--- src/uam_pkg.sv ---
// package for the serial port multiprocessor address match block
package uam_pkg;
   localparam logic [7:0] UAM_SLAVE_ADDRESS_OFS      = 8'hA9;
   localparam logic [7:0] UAM_SLAVE_ADDRESS_MASK_OFS = 8'hB9;
   localparam logic [7:0] UAM_SLAVE_ADDRESS_RST      = 8'h00;
   localparam logic [7:0] UAM_SLAVE_ADDRESS_MASK_RST = 8'h00;
   localparam logic [1:0] UAM_MODE_0                 = 2'h0;
   localparam logic [1:0] UAM_MODE_1                 = 2'h1;
   localparam logic [1:0] UAM_MODE_2                 = 2'h2;
   localparam logic [1:0] UAM_MODE_3                 = 2'h3;

   // special function register access
   typedef struct packed {
      logic       wr;
      logic       rd;
      logic [7:0] addr;
      logic [7:0] wdata;
   } uam_sfr_req_t;

   // completed frame from the receive shifter
   typedef struct packed {
      logic       done;
      logic [7:0] data;
      logic       ninth;
   } uam_frame_t;

   typedef struct packed {
      logic [7:0] slave_address;
      logic [7:0] slave_address_mask;
      logic [7:0] serial_data_holding;
      logic       received_ninth_bit;
      logic       receive_complete_flag;
      logic [7:0] rdata;
      logic       rvalid;
   } uam_state_t;
endpackage

--- src/uam_addr_match.sv ---
// multiprocessor address recognition and receive load for the serial port
module uam_addr_match
   import uam_pkg::*;
(
   input  wire logic         i_core_clk,
   input  wire logic         i_reset,
   input  wire uam_sfr_req_t i_sfr,
   input  wire logic [1:0]   i_serial_mode,
   input  wire logic         i_multiproc_mode_enable,
   input  wire uam_frame_t   i_frame,
   input  wire logic         i_receive_complete_clear,
   output logic [7:0]        o_sfr_rdata,
   output logic              o_sfr_rvalid,
   output logic              o_receive_complete_flag,
   output logic [7:0]        o_serial_data_holding,
   output logic              o_received_ninth_bit,
   output logic              o_frame_accepted
);
   uam_state_t s_q;
   uam_state_t s_d;
   logic [7:0] given_care;
   logic [7:0] bcast_care;
   logic       given_hit;
   logic       bcast_hit;
   logic       addr_hit;
   logic       nine_bit_mode;
   logic       qualify;
   logic       accept;

   // mask bits of 1 take part, others are don't care
   assign given_care = s_q.slave_address_mask;
   assign given_hit  = ((i_frame.data ^ s_q.slave_address) & given_care) == 8'h00;
   // broadcast: zero bits of the OR are don't care
   assign bcast_care = s_q.slave_address | s_q.slave_address_mask;
   assign bcast_hit  = ((i_frame.data ^ bcast_care) & bcast_care) == 8'h00;
   assign addr_hit   = given_hit | bcast_hit;

   assign nine_bit_mode = (i_serial_mode == UAM_MODE_2) || (i_serial_mode == UAM_MODE_3);

   // ninth bit is the address marker in modes 2/3 and the stop bit in mode 1
   always_comb
   begin
      if (!i_multiproc_mode_enable)
      begin
         // addressed slave turns the mode off to take its data frames
         qualify = 1'b1;
      end
      else if (nine_bit_mode || i_serial_mode == UAM_MODE_1)
      begin
         // only ninth-bit-high frames can match; data frames are skipped
         qualify = i_frame.ninth && addr_hit;
      end
      else
      begin
         qualify = 1'b1;
      end
   end

   // a full holding register drops the new frame rather than overwrite it
   assign accept = i_frame.done && !s_q.receive_complete_flag && qualify;

   always_comb
   begin
      s_d        = s_q;
      s_d.rvalid = 1'b0;
      s_d.rdata  = 8'h00;
      if (i_sfr.wr)
      begin
         case (i_sfr.addr)
            UAM_SLAVE_ADDRESS_OFS:      s_d.slave_address      = i_sfr.wdata;
            UAM_SLAVE_ADDRESS_MASK_OFS: s_d.slave_address_mask = i_sfr.wdata;
            default:                    s_d.slave_address      = s_q.slave_address;
         endcase
      end
      if (i_sfr.rd)
      begin
         s_d.rvalid = 1'b1;
         case (i_sfr.addr)
            UAM_SLAVE_ADDRESS_OFS:      s_d.rdata = s_q.slave_address;
            UAM_SLAVE_ADDRESS_MASK_OFS: s_d.rdata = s_q.slave_address_mask;
            default:                    s_d.rdata = 8'h00;
         endcase
      end
      if (i_receive_complete_clear)
      begin
         s_d.receive_complete_flag = 1'b0;
      end
      // set wins over a clear in the same cycle
      if (accept)
      begin
         s_d.serial_data_holding   = i_frame.data;
         s_d.received_ninth_bit    = i_frame.ninth;
         s_d.receive_complete_flag = 1'b1;
      end
   end

   always_ff @(posedge i_core_clk)
   begin
      if (i_reset)
      begin
         s_q                       <= '0;
         s_q.slave_address         <= UAM_SLAVE_ADDRESS_RST;
         s_q.slave_address_mask    <= UAM_SLAVE_ADDRESS_MASK_RST;
      end
      else
      begin
         s_q <= s_d;
      end
   end

   assign o_sfr_rdata             = s_q.rdata;
   assign o_sfr_rvalid            = s_q.rvalid;
   assign o_receive_complete_flag = s_q.receive_complete_flag;
   assign o_serial_data_holding   = s_q.serial_data_holding;
   assign o_received_ninth_bit    = s_q.received_ninth_bit;
   assign o_frame_accepted        = accept;

   a_mp_off_sets: assert property (@(posedge i_core_clk) disable iff (i_reset)
      (i_frame.done && !i_multiproc_mode_enable && !o_receive_complete_flag) |=> o_receive_complete_flag)
      else $error("frame lost with multiprocessor mode off");

   a_nomatch_holds: assert property (@(posedge i_core_clk) disable iff (i_reset)
      (i_frame.done && i_multiproc_mode_enable && nine_bit_mode && !addr_hit && !o_receive_complete_flag
       && !i_receive_complete_clear) |=> (!o_receive_complete_flag && $stable(o_serial_data_holding)))
      else $error("non-matching address changed receive state");

   a_data_skipped: assert property (@(posedge i_core_clk) disable iff (i_reset)
      (i_frame.done && i_multiproc_mode_enable && nine_bit_mode && !i_frame.ninth) |-> !accept)
      else $error("data frame accepted in multiprocessor mode");

   a_match_loads: assert property (@(posedge i_core_clk) disable iff (i_reset)
      (i_frame.done && i_multiproc_mode_enable && i_frame.ninth && addr_hit && !o_receive_complete_flag
       && i_serial_mode != UAM_MODE_0) |=> (o_receive_complete_flag && o_serial_data_holding == $past(i_frame.data)))
      else $error("matching address not loaded");

   a_full_blocks: assert property (@(posedge i_core_clk) disable iff (i_reset)
      o_receive_complete_flag |-> !accept)
      else $error("load while flag already set");

   a_mode1_stop: assert property (@(posedge i_core_clk) disable iff (i_reset)
      (i_frame.done && i_multiproc_mode_enable && i_serial_mode == UAM_MODE_1 && !i_frame.ninth) |-> !accept)
      else $error("mode 1 frame without stop bit accepted");

   a_given_match: assert property (@(posedge i_core_clk) disable iff (i_reset)
      (((i_frame.data & s_q.slave_address_mask) == (s_q.slave_address & s_q.slave_address_mask))) |-> addr_hit)
      else $error("given address missed");

   a_bcast_match: assert property (@(posedge i_core_clk) disable iff (i_reset)
      ((i_frame.data & (s_q.slave_address | s_q.slave_address_mask))
        == (s_q.slave_address | s_q.slave_address_mask)) |-> addr_hit)
      else $error("broadcast address missed");

   a_reg_write: assert property (@(posedge i_core_clk) disable iff (i_reset)
      (i_sfr.wr && i_sfr.addr == UAM_SLAVE_ADDRESS_MASK_OFS) |=> s_q.slave_address_mask == $past(i_sfr.wdata))
      else $error("mask write lost");

   a_reset_open: assert property (@(posedge i_core_clk)
      $fell(i_reset) |-> (s_q.slave_address == 8'h00 && s_q.slave_address_mask == 8'h00 && addr_hit))
      else $error("reset did not open address match");

   a_set_beats_clear: assert property (@(posedge i_core_clk) disable iff (i_reset)
      (accept && i_receive_complete_clear) |=> o_receive_complete_flag)
      else $error("clear won over a frame load");

   a_ninth_loaded: assert property (@(posedge i_core_clk) disable iff (i_reset)
      accept |=> (o_received_ninth_bit == $past(i_frame.ninth)))
      else $error("ninth bit not loaded with the byte");

   a_read_pulse: assert property (@(posedge i_core_clk) disable iff (i_reset)
      i_sfr.rd |=> o_sfr_rvalid)
      else $error("read not answered next cycle");

   a_reject_holds: assert property (@(posedge i_core_clk) disable iff (i_reset)
      (i_frame.done && !accept && !i_receive_complete_clear && !o_receive_complete_flag)
      |=> (!o_receive_complete_flag && $stable(o_serial_data_holding)))
      else $error("refused frame changed receive state");
endmodule

--- config.mk ---
export PLATFORM = sky130hd
export DESIGN_NAME = uam_addr_match
export DESIGN_NICKNAME = d
export VERILOG_FILES = /design/src/uam_pkg.sv /design/src/uam_addr_match.sv
export SDC_FILE = /design/constraint.sdc
export NUM_CORES = 1
export LEC_CHECK = 0
export BUFFER_PORTS_ARGS = -buffer_cell sky130_fd_sc_hd__buf_4
export CAP_MARGIN = 20
export CORE_MARGIN = 2
export CORE_UTILIZATION = 54
export CTS_CLUSTER_SIZE = 8
export DETAILED_ROUTE_END_ITERATION = 16
export PLACE_DENSITY_LB_ADDON = 0.25
export SLEW_MARGIN = 20
export SYNTH_ARGS = -nofsm -noshare
export SYNTH_HDL_FRONTEND = slang
export SYNTH_SLANG_ARGS = --single-unit
--- constraint.sdc ---
create_clock -name i_core_clk -period 4.3 [get_ports i_core_clk]
set_clock_uncertainty 0.05 [all_clocks]
set_input_delay 0.86 -clock i_core_clk [delete_from_list [all_inputs] [get_ports i_core_clk]]
set_output_delay 0.86 -clock i_core_clk [all_outputs]
set_load 0.01 [all_outputs]
==> results.txt <==
The run finished with clean final reports. The synthesized area is 1710 um2, and the clock period minus worst slack is 3.149 ns. The first global-routing pass estimated 6.065 mm of wire. IR analysis of the VDD net gives a maximum drop of 0.1924 mV.

The area of the core was 3028 um2; the max-slew violation count was 0. The post-route clock period utilization was 0.7323. Ratio of cells with drive above 1 in the final layout: 0.2913.

Core utilization of the finished layout: 0.6773. In the synthesized netlist, the number of instances is 193. The tools report the final setup violation count as 0. The number of setup buffers added after CTS is 0. The highest metal layer used by the detailed router is met4.

The count of buffer and inverter cells on the critical path is 2, and the maximum root-to-sink buffer count is 2. In the detailed route, the total length drawn on met3 is 270 um. For hold timing, the worst endpoint is o_received_ninth_bit. The logs give 0.5649 for the starting utilization of the core area and 0 for the number of DRC violations after detailed routing. Dividing the detail-routed wire length by the instance count gives 13.87 um. In this design, the stage delay of the slowest critical-path cell is 0.55 ns.

The cell family contributing the most delay on the critical path is simple AND/OR/NAND/NOR gates. The aggregate routed wire length came out at 3.801 mm. The run gives 2 as the maximum level of the CTS H-tree. The fmax was 0.3176 GHz.

The tools report the startpoint of the most critical hold path as o_received_ninth_bit. Timing analysis after detailed placement gives a worst setup slack of 1.143 ns. The path class of the lowest-slack min-delay path was flip-flop to flip-flop. Number of global-route vias before repair: 1354.

Compared with the post-synthesis result, the final layout area differs by 19.90%. The tools report the number of design-rule violations left by the first detailed-router iteration as 70. The tools report the number of hold buffers added after cts as 0. The endpoint of the lowest-slack register-to-register path was o_serial_data_holding[2].

The power density over cell area was 287.4 nW/um2; the remaining global-route overflow was 0. In this run the worst path has a maximum fanout of 11. The die covers 3634 um2. Setup repair after global routing left no endpoint under its margin. In the final routing, the length of wire on met1 measures 1.501 mm. The worst setup path is launched from an input port. Root buffer cell: clkbuf_4. The depth of the worst register-to-register path came out at 5. The distinct cell type count after synthesis came out at 26. In this run the critical register-to-register path is launched from given_care[1]. Across all layers, the routed design uses 1449 vias. The run gives 0.2256 as the global-route usage over all layers. The worst setup path is captured at an output port.

In this run the number of cells on the critical path is 5. In this run the core area contains 20 standard-cell rows. The top cell types in the final layout, fill and taps aside, are buf_4, dfxtp_1, nand2_1. The tools report the number of search-and-repair iterations in the first detailed-routing pass as 4. Cell count of the worst hold path: 2. The worst-margin pin slew works out to 0.5174 ns. Max-cap violations in this run came to 0.

The most common cell after layout, fill and taps aside was buf_4. After clock tree synthesis, the clock-pin slew on the worst setup and hold paths is 0.10 ns. The tools report the worst setup path startpoint as i_frame[5].

The net count of the finished layout is 263. The initial antenna violation count came out at 0. CTS saw 35 sinks. Each instance of the synthesized netlist takes up on average 8.862 um2.

After routing, the total negative slack on setup checks comes to 0 ns. The cell that appears most often on the critical path is buf_4. The register-to-register setup slack is 2.37 ns, and the quantity of I/O buffers inserted on ports is 53.

The logs give 1.151 ns for the setup slack of the critical path after layout and 1.968 mm for the met2 wire length. The post-synthesis sequential element count was 35; the later-pin clock latency in the skew report was 0.36 ns. The critical path goes through buf_4 -> o22ai_1 -> or4_4 -> a31oi_4 -> buf_4.

The category of the critical setup timing path is input port to output port. At the end of routability-driven placement, the weighted congestion stood at 0.7944. 54 I/O pins were placed. During synthesis, Yosys emitted a total of 0 warnings. For this design the static power due to leakage is 0.0008272 uW. The number of hold-slack violations in the final timing report is 0. TritonCTS built the clock tree. The tools report the sequential-to-total area share from yosys stat as 0.4097.

The maximum number of pins on one net before global-route repair is 37, and the width of the die is 60.28 um. Synthesis produced a netlist with a net count of 227. For the worst path required time, the log shows 3.39 ns. The run gives 0 as the number of nets still failing antenna checks after routing.

Gates resized during post-CTS repair numbered 0. The slowest cell on the critical path was or4_4. The HPWL after detailed placement is 2.889 mm. The endpoint arrival time on the critical path is 2.24 ns, and the via density per instance is 5.288. The die boundary height is 60.28 um, and the total clock buffers created by CTS is 5. The number of antenna repair diodes was 0. The headroom to the max-slew limit was 0.6532.
[power by group]
| part | internal (uW) | switching [uW] | total [uW] |
|---|---|---|---|
| clock | 63.0 | 114 | 177 |
| combinational | 43.5 | 33.4 | 76.8 |
| sequential | 331 | 3.84 | 335 |
| total | 438 | 152 | 589 |
[routing by layer]
metal | global-route usage | vias to the layer above
li1 | - | 712
met3 | 0.06926 | 8
met1 | 0.2692 | 676
met5 | 0 | -
met4 | 0.06667 | 0
met2 | 0.3866 | 53
[how the worst max path moves through the flow]
stage / to / slack (ns)
after floorplan: o_frame_accepted / 1.57
after global placement: o_frame_accepted / 1.18
after detailed placement: o_frame_accepted / 1.14
after CTS: o_frame_accepted / 1.15
after global routing: o_frame_accepted / 1.06
final: o_frame_accepted / 1.15
[layout make-up]
type,count,area (um2)
clock buffers,6,41.29
clock inverters,2,12.51
fillers,262,977.2
inverters,2,7.507
multi-input cells,130,820.8
flip-flops and latches,35,700.7
well taps,44,55.05
repair buffers,55,412.9
[worst reg2reg max path, cell delays in order, from the launching register on]
cell and delay (ns):
dfxtp_1 0.37, nor2_1 0.14, o22ai_1 0.10, or4_4 0.55
a31oi_4 0.43, mux2i_1 0.24
[cells by family after synthesis]
kind of cell	share of synthesized area
AO/OA/AOI/OAI	0.1368
XOR/XNOR	0.04097
buffers and inverters	0.1105
flip-flops	0.4097
multiplexers	0.05267
AND/OR/NAND/NOR	0.2495
[per-stage QoR]
step           instances  instance area (um2)  hold WS, ns  power, uW
6_report             274                 2051       0.4313      589.3
5_1_grt              274                 2051       0.4619      613.6
4_1_cts              274                 2051       0.4346      591.2
3_5_place_dp         266                 1997       0.4132      419.8
3_3_place_gp         266                 1997       0.4095      416.7
2_1_floorplan        193                 1710       0.3991      387.4
[registers in the layout (all words and copies together), names as in the netlist]
| name | flops |
|---|---|
| o_receive_complete_flag | 1 |
| o_sfr_rdata | 8 |
| o_sfr_rvalid | 1 |
| o_received_ninth_bit | 1 |
| given_care | 8 |
| s_q | 8 |
| o_serial_data_holding | 8 |
[cell usage after synthesis]
| cell | number | area share |
|---|---|---|
| or4_4 | 1 | 0.0066 |
| buf_4 | 16 | 0.070 |
| nand2b_1 | 13 | 0.048 |
| nand3_1 | 16 | 0.047 |
| nand4_4 | 1 | 0.012 |
| inv_1 | 2 | 0.0044 |
| buf_2 | 2 | 0.0059 |
| o21ba_1 | 1 | 0.0059 |
| nor2_1 | 16 | 0.035 |
| dlygate4sd1_1 | 1 | 0.0051 |
| a22oi_1 | 12 | 0.053 |
| nand2_1 | 18 | 0.039 |
| mux2i_1 | 9 | 0.053 |
| o21a_1 | 1 | 0.0044 |
| clkbuf_1 | 6 | 0.013 |
| nand3b_1 | 2 | 0.0088 |
| or2b_1 | 7 | 0.031 |
| nor2b_1 | 1 | 0.0037 |
| buf_12 | 1 | 0.012 |
| a21oi_1 | 16 | 0.047 |
| xor2_1 | 8 | 0.041 |
| dfxtp_1 | 35 | 0.41 |
| nor3_2 | 2 | 0.012 |
| a31oi_4 | 1 | 0.012 |
| nand4bb_1 | 1 | 0.0066 |
| o22ai_1 | 4 | 0.015 |
Power figures use the tool's default switching activity.
